## config.mk

```make
export PLATFORM = sky130hd
export DESIGN_NAME = mar_regs
export DESIGN_NICKNAME = d
export VERILOG_FILES = /design/src/mar_pkg.sv /design/src/mar_regs.sv
export VERILOG_INCLUDE_DIRS = /design/src
export SDC_FILE = /design/constraint.sdc
export NUM_CORES = 1
export LEC_CHECK = 0
export BUFFER_PORTS_ARGS = -buffer_cell sky130_fd_sc_hd__buf_4
export CAP_MARGIN = 0
export CORE_MARGIN = 5
export CORE_UTILIZATION = 56
export CTS_CLUSTER_SIZE = 12
export DETAILED_ROUTE_END_ITERATION = 12
export PLACE_DENSITY = 0.91
export SKIP_CTS_REPAIR_TIMING = 1
export SLEW_MARGIN = 30
export SYNTH_ARGS = -nofsm -noshare
export SYNTH_HDL_FRONTEND = slang
export SYNTH_SLANG_ARGS = --single-unit
```

## constraint.sdc

```tcl
create_clock -name hclk -period 6.8 [get_ports hclk]
set_input_delay 0.34 -clock hclk [delete_from_list [all_inputs] [get_ports hclk]]
set_output_delay 0.34 -clock hclk [all_outputs]
set_load 0.02 [all_outputs]
```

## src/mar_consts.svh

```systemverilog
// Purpose: constants for the interrupt-message and error-reporting registers
// Assumes: 32-bit AHB-Lite word access, byte offsets as printed
// Notes: sticky fields clear on power-on reset only
`ifndef MAR_CONSTS_SVH
`define MAR_CONSTS_SVH
`define MAR_OFF_MSI_CTRL 12'h0f0
`define MAR_OFF_MSI_ADDR_LO 12'h0f4
`define MAR_OFF_MSI_ADDR_HI 12'h0f8
`define MAR_OFF_MSI_DATA 12'h0fc
`define MAR_OFF_AER_HDR 12'h100
`define MAR_OFF_UNC_STATUS 12'h104
`define MAR_OFF_UNC_MASK 12'h108
`define MAR_OFF_UNC_SEV 12'h10c
`define MAR_OFF_IRQ_STATUS 12'h140
`define MAR_OFF_IRQ_MASK 12'h144
`define MAR_MSI_CAP_ID 8'h05
`define MAR_MSI_NEXT_PTR 8'h00
`define MAR_MSI_VEC_REQ 3'h0
`define MAR_MSI_ALLOC_RST 3'h0
`define MAR_MSI_ALLOC_MAX 3'h5
`define MAR_MSI_WIDE_RST 1'b1
`define MAR_MSI_EN_BIT 16
`define MAR_MSI_ALLOC_LSB 20
`define MAR_MSI_WIDE_BIT 23
`define MAR_AER_CAP_ID 16'h0001
`define MAR_AER_VERSION 4'h1
`define MAR_AER_NEXT 12'h150
`define MAR_UNC_IMPL 32'h001f_f011
`define MAR_UNC_SEV_RST 32'h0006_2011
`define MAR_IRQ_W 3
`define MAR_IRQ_FATAL 0
`define MAR_IRQ_NONFATAL 1
`define MAR_IRQ_MASKED 2
`define MAR_HSIZE_WORD 3'h2
`endif

```

## src/mar_pkg.sv

```systemverilog
// Purpose: shared types for the interrupt-message and error-reporting registers
// Assumes: used with mar_consts.svh
// Notes: none
package mar_pkg;
	typedef enum logic {
		MAR_BUS_IDLE = 1'b0,
		MAR_BUS_DATA = 1'b1
	} mar_bus_state_type;
	typedef struct packed {
		logic [11:0] addr;
		logic write;
		logic word;
	} mar_access_type;
	typedef struct packed {
		logic fatal;
		logic nonfatal;
		logic msi_write;
	} mar_report_type;
endpackage

```

## src/mar_regs.sv

```systemverilog
// Purpose: interrupt-message and error-reporting register bank on AHB-Lite
// Assumes: error events are one-cycle pulses on hclk; intx pins are asynchronous
// Notes: every transfer takes one wait state
//
// Design decision made here: the AHB-Lite register port.
`timescale 1ns/10ps
`default_nettype none
`include "mar_consts.svh"
module mar_regs (
	// bus clock and power-on reset
	input wire logic hclk,
	input wire logic hresetn,
	// ahb-lite slave
	input wire logic hsel,
	input wire logic [31:0] haddr,
	input wire logic [1:0] htrans,
	input wire logic hwrite,
	input wire logic [2:0] hsize,
	input wire logic [31:0] hwdata,
	input wire logic hready,
	output logic hreadyout,
	output logic hresp,
	output logic [31:0] hrdata,
	// hot or warm reset, one-cycle pulse on hclk
	input wire logic hot_rst,
	// error events and legacy pin
	input wire logic [31:0] unc_event,
	input wire logic intx_pin,
	// interrupt delivery and reports
	output logic intx_out,
	output logic msi_enable,
	output logic [63:0] msi_addr,
	output logic [15:0] msi_data,
	output var mar_pkg::mar_report_type report,
	output logic irq
);
	import mar_pkg::*;

	mar_bus_state_type state_r;
	mar_access_type acc_r;
	logic done_r;
	logic [31:0] rd_nxt;
	logic wr_en;
	logic msi_en_r;
	logic [2:0] msi_alloc_r;
	logic msi_wide_r;
	logic [29:0] addr_lo_r;
	logic [31:0] addr_hi_r;
	logic [15:0] data_r;
	logic [31:0] unc_status_r;
	logic [31:0] unc_mask_r;
	logic [31:0] unc_sev_r;
	logic [31:0] unc_new;
	logic [`MAR_IRQ_W-1:0] irq_status_r;
	logic [`MAR_IRQ_W-1:0] irq_mask_r;
	logic [`MAR_IRQ_W-1:0] irq_set;
	logic intx_meta_r;
	logic intx_sync_r;
	logic intx_prev_r;
	logic rpt_fatal;
	logic rpt_nonfatal;

	// bus transfer sequencing
	always_ff @(posedge hclk or negedge hresetn) begin
		if (!hresetn) begin
			state_r <= MAR_BUS_IDLE;
			acc_r <= '0;
			hreadyout <= 1'b1;
			done_r <= 1'b0;
			hrdata <= 32'h0000_0000;
		end else begin
			unique case (state_r)
				MAR_BUS_IDLE: begin
					done_r <= 1'b0;
					if (hsel && htrans[1] && hready) begin
						acc_r.addr <= haddr[11:0];
						acc_r.write <= hwrite;
						acc_r.word <= (hsize == `MAR_HSIZE_WORD);
						hreadyout <= 1'b0;
						state_r <= MAR_BUS_DATA;
					end
				end
				MAR_BUS_DATA: begin
					hreadyout <= 1'b1;
					done_r <= 1'b1;
					state_r <= MAR_BUS_IDLE;
					if (!acc_r.write) begin
						hrdata <= rd_nxt;
					end
				end
			endcase
		end
	end

	always_ff @(posedge hclk or negedge hresetn) begin
		if (!hresetn) begin
			hresp <= 1'b0;
		end else begin
			hresp <= 1'b0;
		end
	end

	assign wr_en = (state_r == MAR_BUS_DATA) && acc_r.write && acc_r.word;

	// read multiplexer, unmapped reads zero
	always_comb begin
		rd_nxt = 32'h0000_0000;
		unique case (acc_r.addr)
			`MAR_OFF_MSI_CTRL: rd_nxt = {8'h00, msi_wide_r, msi_alloc_r, `MAR_MSI_VEC_REQ,
				msi_en_r, `MAR_MSI_NEXT_PTR, `MAR_MSI_CAP_ID};
			`MAR_OFF_MSI_ADDR_LO: rd_nxt = {addr_lo_r, 2'b00};
			`MAR_OFF_MSI_ADDR_HI: rd_nxt = addr_hi_r;
			`MAR_OFF_MSI_DATA: rd_nxt = {16'h0000, data_r};
			`MAR_OFF_AER_HDR: rd_nxt = {`MAR_AER_NEXT, `MAR_AER_VERSION, `MAR_AER_CAP_ID};
			`MAR_OFF_UNC_STATUS: rd_nxt = unc_status_r;
			`MAR_OFF_UNC_MASK: rd_nxt = unc_mask_r;
			`MAR_OFF_UNC_SEV: rd_nxt = unc_sev_r;
			`MAR_OFF_IRQ_STATUS: rd_nxt = {{(32-`MAR_IRQ_W){1'b0}}, irq_status_r};
			`MAR_OFF_IRQ_MASK: rd_nxt = {{(32-`MAR_IRQ_W){1'b0}}, irq_mask_r};
			default: rd_nxt = 32'h0000_0000;
		endcase
	end

	// message control field, enable and allocation cleared and wide bit set by either reset
	always_ff @(posedge hclk or negedge hresetn) begin
		if (!hresetn) begin
			msi_en_r <= 1'b0;
			msi_alloc_r <= `MAR_MSI_ALLOC_RST;
			msi_wide_r <= `MAR_MSI_WIDE_RST;
		end else if (hot_rst) begin
			msi_en_r <= 1'b0;
			msi_alloc_r <= `MAR_MSI_ALLOC_RST;
			msi_wide_r <= `MAR_MSI_WIDE_RST;
		end else if (wr_en && acc_r.addr == `MAR_OFF_MSI_CTRL) begin
			msi_en_r <= hwdata[`MAR_MSI_EN_BIT];
			msi_wide_r <= hwdata[`MAR_MSI_WIDE_BIT];
			if (hwdata[`MAR_MSI_ALLOC_LSB+2:`MAR_MSI_ALLOC_LSB] <= `MAR_MSI_ALLOC_MAX) begin
				msi_alloc_r <= hwdata[`MAR_MSI_ALLOC_LSB+2:`MAR_MSI_ALLOC_LSB];
			end
		end
	end

	// message address and payload
	always_ff @(posedge hclk or negedge hresetn) begin
		if (!hresetn) begin
			addr_lo_r <= 30'h0;
			addr_hi_r <= 32'h0000_0000;
			data_r <= 16'h0000;
		end else if (hot_rst) begin
			addr_lo_r <= 30'h0;
			addr_hi_r <= 32'h0000_0000;
			data_r <= 16'h0000;
		end else if (wr_en) begin
			if (acc_r.addr == `MAR_OFF_MSI_ADDR_LO) begin
				addr_lo_r <= hwdata[31:2];
			end
			if (acc_r.addr == `MAR_OFF_MSI_ADDR_HI) begin
				addr_hi_r <= hwdata;
			end
			if (acc_r.addr == `MAR_OFF_MSI_DATA) begin
				data_r <= hwdata[15:0];
			end
		end
	end

	always_ff @(posedge hclk or negedge hresetn) begin
		if (!hresetn) begin
			unc_status_r <= 32'h0000_0000;
		end else begin
			if (wr_en && acc_r.addr == `MAR_OFF_UNC_STATUS) begin
				unc_status_r <= ((unc_status_r & ~hwdata) | unc_event) & `MAR_UNC_IMPL;
			end else begin
				unc_status_r <= (unc_status_r | unc_event) & `MAR_UNC_IMPL;
			end
		end
	end

	always_ff @(posedge hclk or negedge hresetn) begin
		if (!hresetn) begin
			unc_mask_r <= 32'h0000_0000;
			unc_sev_r <= `MAR_UNC_SEV_RST;
		end else if (wr_en) begin
			if (acc_r.addr == `MAR_OFF_UNC_MASK) begin
				unc_mask_r <= hwdata & `MAR_UNC_IMPL;
			end
			if (acc_r.addr == `MAR_OFF_UNC_SEV) begin
				unc_sev_r <= hwdata & `MAR_UNC_IMPL;
			end
		end
	end

	assign unc_new = unc_event & ~unc_status_r & `MAR_UNC_IMPL;
	assign rpt_fatal = |(unc_new & ~unc_mask_r & unc_sev_r);
	assign rpt_nonfatal = |(unc_new & ~unc_mask_r & ~unc_sev_r);

	always_comb begin
		irq_set = '0;
		irq_set[`MAR_IRQ_FATAL] = rpt_fatal;
		irq_set[`MAR_IRQ_NONFATAL] = rpt_nonfatal;
		irq_set[`MAR_IRQ_MASKED] = |(unc_new & unc_mask_r);
	end

	// interrupt status, write one clears, set wins
	always_ff @(posedge hclk or negedge hresetn) begin
		if (!hresetn) begin
			irq_status_r <= '0;
			irq_mask_r <= '0;
		end else if (hot_rst) begin
			irq_status_r <= irq_set;
			irq_mask_r <= '0;
		end else begin
			if (wr_en && acc_r.addr == `MAR_OFF_IRQ_STATUS) begin
				irq_status_r <= (irq_status_r & ~hwdata[`MAR_IRQ_W-1:0]) | irq_set;
			end else begin
				irq_status_r <= irq_status_r | irq_set;
			end
			if (wr_en && acc_r.addr == `MAR_OFF_IRQ_MASK) begin
				irq_mask_r <= hwdata[`MAR_IRQ_W-1:0];
			end
		end
	end

	// legacy pin synchroniser
	always_ff @(posedge hclk or negedge hresetn) begin
		if (!hresetn) begin
			intx_meta_r <= 1'b0;
			intx_sync_r <= 1'b0;
			intx_prev_r <= 1'b0;
		end else begin
			intx_meta_r <= intx_pin;
			intx_sync_r <= intx_meta_r;
			intx_prev_r <= intx_sync_r;
		end
	end

	// interrupt delivery and report outputs
	always_ff @(posedge hclk or negedge hresetn) begin
		if (!hresetn) begin
			intx_out <= 1'b0;
			report <= '0;
			irq <= 1'b0;
		end else begin
			intx_out <= intx_sync_r && !msi_en_r;
			report.msi_write <= msi_en_r && intx_sync_r && !intx_prev_r;
			report.fatal <= rpt_fatal;
			report.nonfatal <= rpt_nonfatal;
			irq <= |(irq_status_r & ~irq_mask_r);
		end
	end

	assign msi_enable = msi_en_r;
	assign msi_addr = {addr_hi_r, addr_lo_r, 2'b00};
	assign msi_data = data_r;

	// read checks at the completing data phase, then delivery, error flag and hot reset checks
	chk_msi_header: assert property (@(posedge hclk) disable iff (!hresetn)
		(done_r && !acc_r.write && acc_r.addr == `MAR_OFF_MSI_CTRL)
		|-> (hrdata[7:0] == 8'h05 && hrdata[15:8] == 8'h00))
		else $error("message header bytes wrong");

	chk_vec_request: assert property (@(posedge hclk) disable iff (!hresetn)
		(done_r && !acc_r.write && acc_r.addr == `MAR_OFF_MSI_CTRL)
		|-> (hrdata[19:17] == 3'h0 && hrdata[31:24] == 8'h00))
		else $error("vector request field wrong");

	chk_addr_align: assert property (@(posedge hclk) disable iff (!hresetn)
		(done_r && !acc_r.write && acc_r.addr == `MAR_OFF_MSI_ADDR_LO)
		|-> (hrdata[1:0] == 2'b00))
		else $error("low address bits not zero");

	chk_aer_header: assert property (@(posedge hclk) disable iff (!hresetn)
		(done_r && !acc_r.write && acc_r.addr == `MAR_OFF_AER_HDR)
		|-> (hrdata == 32'h1501_0001))
		else $error("error header value wrong");

	chk_legacy_path: assert property (@(posedge hclk) disable iff (!hresetn)
		(!msi_en_r && intx_sync_r) |=> intx_out)
		else $error("legacy interrupt not passed");

	chk_pins_ignored: assert property (@(posedge hclk) disable iff (!hresetn)
		msi_en_r |=> !intx_out)
		else $error("legacy pin seen while messages enabled");

	chk_flag_set: assert property (@(posedge hclk) disable iff (!hresetn)
		(|(unc_event & `MAR_UNC_IMPL))
		|=> ((unc_status_r & $past(unc_event & `MAR_UNC_IMPL)) == $past(unc_event & `MAR_UNC_IMPL)))
		else $error("error event lost");

	chk_reserved_zero: assert property (@(posedge hclk) disable iff (!hresetn)
		((unc_mask_r | unc_sev_r | unc_status_r) & ~`MAR_UNC_IMPL) == 32'h0000_0000)
		else $error("reserved error bit set");

	chk_fatal_report: assert property (@(posedge hclk) disable iff (!hresetn)
		(|(unc_event & ~unc_status_r & ~unc_mask_r & unc_sev_r & `MAR_UNC_IMPL))
		|=> (report.fatal && irq_status_r[`MAR_IRQ_FATAL]))
		else $error("fatal report missing");

	chk_sticky_hold: assert property (@(posedge hclk) disable iff (!hresetn)
		(hot_rst && !wr_en && unc_event == 32'h0000_0000)
		|=> (unc_status_r == $past(unc_status_r) && unc_sev_r == $past(unc_sev_r)))
		else $error("sticky bits lost on hot reset");

	// report class, clearing, reset, field write and payload read checks
	chk_nonfatal_report: assert property (@(posedge hclk) disable iff (!hresetn)
		(|(unc_event & ~unc_status_r & ~unc_mask_r & ~unc_sev_r & `MAR_UNC_IMPL))
		|=> (report.nonfatal && irq_status_r[`MAR_IRQ_NONFATAL]))
		else $error("non-fatal report missing");

	chk_masked_silent: assert property (@(posedge hclk) disable iff (!hresetn)
		((|(unc_event & ~unc_status_r & `MAR_UNC_IMPL))
		&& !(|(unc_event & ~unc_status_r & ~unc_mask_r & `MAR_UNC_IMPL)))
		|=> (!report.fatal && !report.nonfatal && irq_status_r[`MAR_IRQ_MASKED]))
		else $error("masked error reported");

	chk_flag_clear: assert property (@(posedge hclk) disable iff (!hresetn)
		(wr_en && acc_r.addr == `MAR_OFF_UNC_STATUS && unc_event == 32'h0000_0000)
		|=> ((unc_status_r & $past(hwdata)) == 32'h0000_0000))
		else $error("error flag not cleared");

	chk_alloc_legal: assert property (@(posedge hclk) disable iff (!hresetn)
		msi_alloc_r <= `MAR_MSI_ALLOC_MAX)
		else $error("reserved allocation code held");

	chk_hot_clears: assert property (@(posedge hclk) disable iff (!hresetn)
		hot_rst |=> (!msi_en_r && msi_alloc_r == `MAR_MSI_ALLOC_RST
		&& msi_wide_r == `MAR_MSI_WIDE_RST && addr_lo_r == 30'h0
		&& addr_hi_r == 32'h0000_0000 && data_r == 16'h0000))
		else $error("message fields kept over hot reset");

	chk_mask_write: assert property (@(posedge hclk) disable iff (!hresetn)
		(wr_en && acc_r.addr == `MAR_OFF_UNC_MASK)
		|=> (unc_mask_r == ($past(hwdata) & `MAR_UNC_IMPL)))
		else $error("mask write wrong");

	chk_payload_upper: assert property (@(posedge hclk) disable iff (!hresetn)
		(done_r && !acc_r.write && acc_r.addr == `MAR_OFF_MSI_DATA)
		|-> (hrdata[31:16] == 16'h0000))
		else $error("payload upper half not zero");
endmodule
`default_nettype wire

```

# Word-level counts from Yosys, hierarchy flattened
# Cells that the tools add are included.
# Widths: inputs -> output; s select.
[classes]
order_cmp = 1
n_eq_ne = 12
n_mux = 26
bitwise = 20
n_reduce_logical = 32
[ops]
columns = ["cell", "count"]
rows = [
  ["$pmux 32 s10", 1],
  ["$mux 32", 3],
  ["$reduce_or 32->1", 3],
  ["$mux 30", 3],
  ["$eq 12x9->1 const B", 6],
  ["$not 21->32", 2],
  ["$and 21x21->21", 3],
  ["$eq 12x8->1 const B", 4],
  ["$mux 16", 3],
  ["$not 21->21", 2],
  ["$or 21x21->21", 2],
  ["$and 21x32->32", 1],
  ["$and 32x21->32", 1],
  ["$and 32x32->32", 1],
  ["$mux 21", 1],
  ["$mux 3", 7],
  ["$reduce_and 2->1", 8],
  ["$reduce_bool 2->1", 7],
  ["$logic_and 1x1->1", 11],
  ["$and 3x3->3", 2],
  ["$mux 1", 6],
  ["$not 3->3", 2],
  ["$or 3x3->3", 2],
  ["$pmux 1 s2", 2],
  ["6 further kinds", 8],
]
[totals]
regBits = 188
in_bits = 108
out_inout_bits = 120
elab_cells = 116

# Longest topological paths before layout
[depth]
ltp_word = 8
ltp_mapped = 9

# Worst setup path before layout
# Ideal clock, no wire load.
[synth_timing]
path_type = "register to register"
from = "register acc_r[8] (netlist name)"
to = "register unc_mask_r[0]"
arrival_time_ps = 2120
t_required_ps = 6675
path_slack_ps = 4555
stages_incl_launch_ff = 8
n_path_buf = 3
period_less_slack_ps = 2245
cell_sequence = "dfrtp_1 > buf_2 > or4_4 > or3b_1 > buf_2 > nor3_4 > buf_6 > mux2_2"
[synth_via]
elab_chain_len = 2
[synth_rtl]
columns = ["item", "line_no", "source"]
rows = [
  ["start, declared", "mar_regs.sv:40", "mar_access_type acc_r;"],
  ["$eq 12x9->1", "--", ""],
  ["$reduce_and 2->1 (no source line)", "--", ""],
  ["end signal, assigned", "mar_regs.sv:184", "unc_mask_r <= hwdata & `MAR_UNC_IMPL;"],
  ["end, declared", "mar_regs.sv:51", "logic [31:0] unc_mask_r;"],
]
# Every way passes these cells.
# A chain may end at the register's enable or synchronous reset.

# Worst setup path after layout
[layout_timing]
from = "register acc_r[5] (netlist name)"
to = "register addr_hi_r[21]"
[layout_via]
elab_chain_len = 3
[layout_rtl]
columns = ["item", "line_no", "source"]
rows = [
  ["$eq 12x8->1", "--", ""],
  ["$reduce_bool 2->1 (no source line)", "--", ""],
  ["$reduce_and 2->1 (no source line)", "--", ""],
  ["end signal, assigned", "mar_regs.sv:158", "addr_hi_r <= hwdata;"],
  ["end, declared", "mar_regs.sv:48", "logic [31:0] addr_hi_r;"],
]
# Every way passes these cells.

==> reports/results.ini <==
[run_status]
outcome = finished, violations left
violations = hold timing

[setup_path]
crit_required_ns = 7.13
reg2reg_from = acc_r[5]$_DFFE_PN0P_
critPathArrivalTime_ns = 3.84
cpPeakStageDelay_ns = 0.93
setup.worst_path.start_class = flop
crit_buf_inv = 1
end_kind = flop
critPathTopFamily = simple AND/OR/NAND/NOR gates
worstSetupPathType = reg -> reg
path_cells = nor4b_2 -> and3_1 -> buf_4 -> and2_2 -> nand2_1 -> a21oi_1
crit_slowest_cell = nor4b_2
path_max_fanout = 32
critPathLaunch = acc_r[5]$_DFFE_PN0P_

[drt]
ant_nets = 0
wl_per_cell_um = 21.1
via_per_inst = 6.19
first_pass_iters = 5
drc = 0
num_vias = 7478
totalWireLength_um = 25500
drt_iter0_drc = 803

[global_route]
grt_overflow = 0
grt_max_degree = 95
grt.busiest_layer = met2
antenna_found_initial = 0
met1_usage_pct = 41.7
grtUsageMet3_pct = 6.63
grt_pass1_vias = 7286
met2_usage_pct = 48.2
track_usage_pct = 30.7
grt_pass1_wl_um = 39900

[synth]
syn-instance-count = 854
synth_area_per_cell_um2 = 9.48
synth_seq_area_share_pct = 55.1
yosysMostFrequentCell = nand2_1
synth_seq_cells = 178
syn-cell-area_um2 = 8090
yosys.area.top_type_share_pct = 52.9
synth_ff_type = dfrtp_1
yosys.area.top_type = dfrtp_1
yosysUniqueCellTypes = 52
async_flop_share_pct = 100
synth_warnings = 0
ys_top_cells_by_count = nand2_1 (233), dfrtp_1 (171), a21oi_1 (112), nor2_1 (62), clkbuf_1 (36)
synthTopCellsByArea = dfrtp_1 (53%), nand2_1 (11%), a21oi_1 (6.9%)
synth-edff-count = 0

[floorplanning]
start_util_pct = 56.3
fp.dieArea_um2 = 17000
core-area_um2 = 14400
num_rows = 44
die_y_um = 130
ios = 228
die_x_um = 130

[sta]
fin_crit_ns = 3.51
timing.hold.ws_ns = -0.0229
skew_ns = 0.0121
fin_setup_tns_ns = 0
hold_viol_final = 15
setup_viol = 0
period_share_pct = 51.6
relSlewSlack_pct = 31.5
worst_pin_slew_ns = 1.03
drv_slew = 0
fmax_ghz = 0.285
rsz0062_at_grt = no

[cts]
htree_levels = 4
max-clock-path-buffers = 2
cts.sinks = 178
tritoncts = done
insertion_delay_ns = 0.44
cts_made_buffers = 17
clkTransAtPathRegs_ns = 0.07
cts_root_buffer = clkbuf_16

[layout]
syn2layout_area_growth_pct = 26.1
nNetsFinal = 1120
design_area_um2 = 10200
drive_gt1_share_pct = 26.5
fillers = 1013
num_antenna_cells = 0

[power]
ir_worst_vdd_uv = 198
power.density_nw_per_um2 = 256
power.leakage_nw = 4.54
power.total_mw = 2.61

[job]
drv_cap = 0

[place]
place_congestion = 0.919
place_hpwl_um = 16900
io_buffers = 182
place_area_um2 = 9590

[worst_hold_path]
hold_class = in -> async

## power by group
group	internal (mW)	switching (mW)	leakage, nW
registers	1.13	0.0685	2.30
clock network	0.600	0.412	0.299
logic	0.162	0.235	1.94
total	1.89	0.716	4.54
## worst paths after layout
check / end / slack, ns / cells past startpoint
worst max-delay path: addr_hi_r[21]$_DFFE_PN0P_ / 3.29 / 6
worst min-delay path: acc_r[4]$_DFFE_PN0P_ / -0.02 / 1
worst max register to register: addr_hi_r[21]$_DFFE_PN0P_ / 3.29 / 6
worst min register to register: intx_sync_r$_DFF_PN0_ / 0.37 / 0
max in group asynchronous: msi_data[7]$_DFFE_PN0P_ / 5.60 / 2
min in group hclk: intx_meta_r$_DFF_PN0_ / 0.02 / 1
## cell usage in the layout, fill, tap and decap left out, drive strengths merged, types with 6 or more instances in the layout
cell type,n
nor3,10
inv,11
dfstp,7
nand2,233
nor4bb,8
nor4b,11
clkbuf,24
a221oi,14
a21o,11
a21oi,112
a22oi,18
a31oi,6
nor4,7
nand4,8
mux2,27
mux2i,13
nand3b,10
nand3,11
nor2,62
buf,193
dfrtp,171
## registers in the layout, indices dropped and copies added (netlist names)
| name | cells |
|---|---|
| irq_status_r | 3 |
| msi_wide_r | 1 |
| unc_mask_r | 11 |
| msi_enable | 1 |
| addr_hi_r | 32 |
| acc_r | 14 |
| irq | 1 |
| state_r | 1 |
| irq_mask_r | 3 |
| hreadyout | 1 |
| intx_out | 1 |
| intx_meta_r | 1 |
| addr_lo_r | 30 |
| unc_status_r | 11 |
| hrdata | 32 |
| intx_sync_r | 1 |
| msi_alloc_r | 3 |
| report | 3 |
| unc_sev_r | 11 |
| intx_prev_r | 1 |
| msi_data | 16 |
## cell families after synthesis
group                  count (synthesis)  synth area share, %
muxes                                 40                 5.36
AOI/OAI and AO/OA                    186                 14.3
DFF                                  178                 55.1
buffers and inverters                 66                 3.49
other                                  1               0.0463
and+or+nand+nor                      383                 21.7
## final cells by class
type	instances	area [µm²]	area share [%]
Sequential cell	178	4460	43.8
Clock inverter	8	98.8	0.969
Multi-Input combinational cell	612	3380	33.2
Clock buffer	24	512	5.02
Timing Repair Buffer	193	1480	14.5
Inverter	10	37.5	0.368
Tap cell	184	230	2.26
## metrics by stage
| step | utilization, % | setup WS (ns) | instances |
|---|---|---|---|
| floorplan | - | 4.55 | 856 |
| global placement | 66.5 | 3.60 | 1176 |
| detailed placement | 66.7 | 3.47 | 1177 |
| CTS | 71.0 | 3.43 | 1209 |
| global route | 71.0 | 3.23 | 1209 |
| finish | 71.0 | 3.29 | 1209 |
## per-layer routing
metal / up-vias / routed length [µm]
met5: - / 0
met4: 0 / 1020
met3: 87 / 2560
met2: 479 / 12100
met1: 3633 / 9870
li1: 3279 / -
Power figures use the tool's default switching activity.
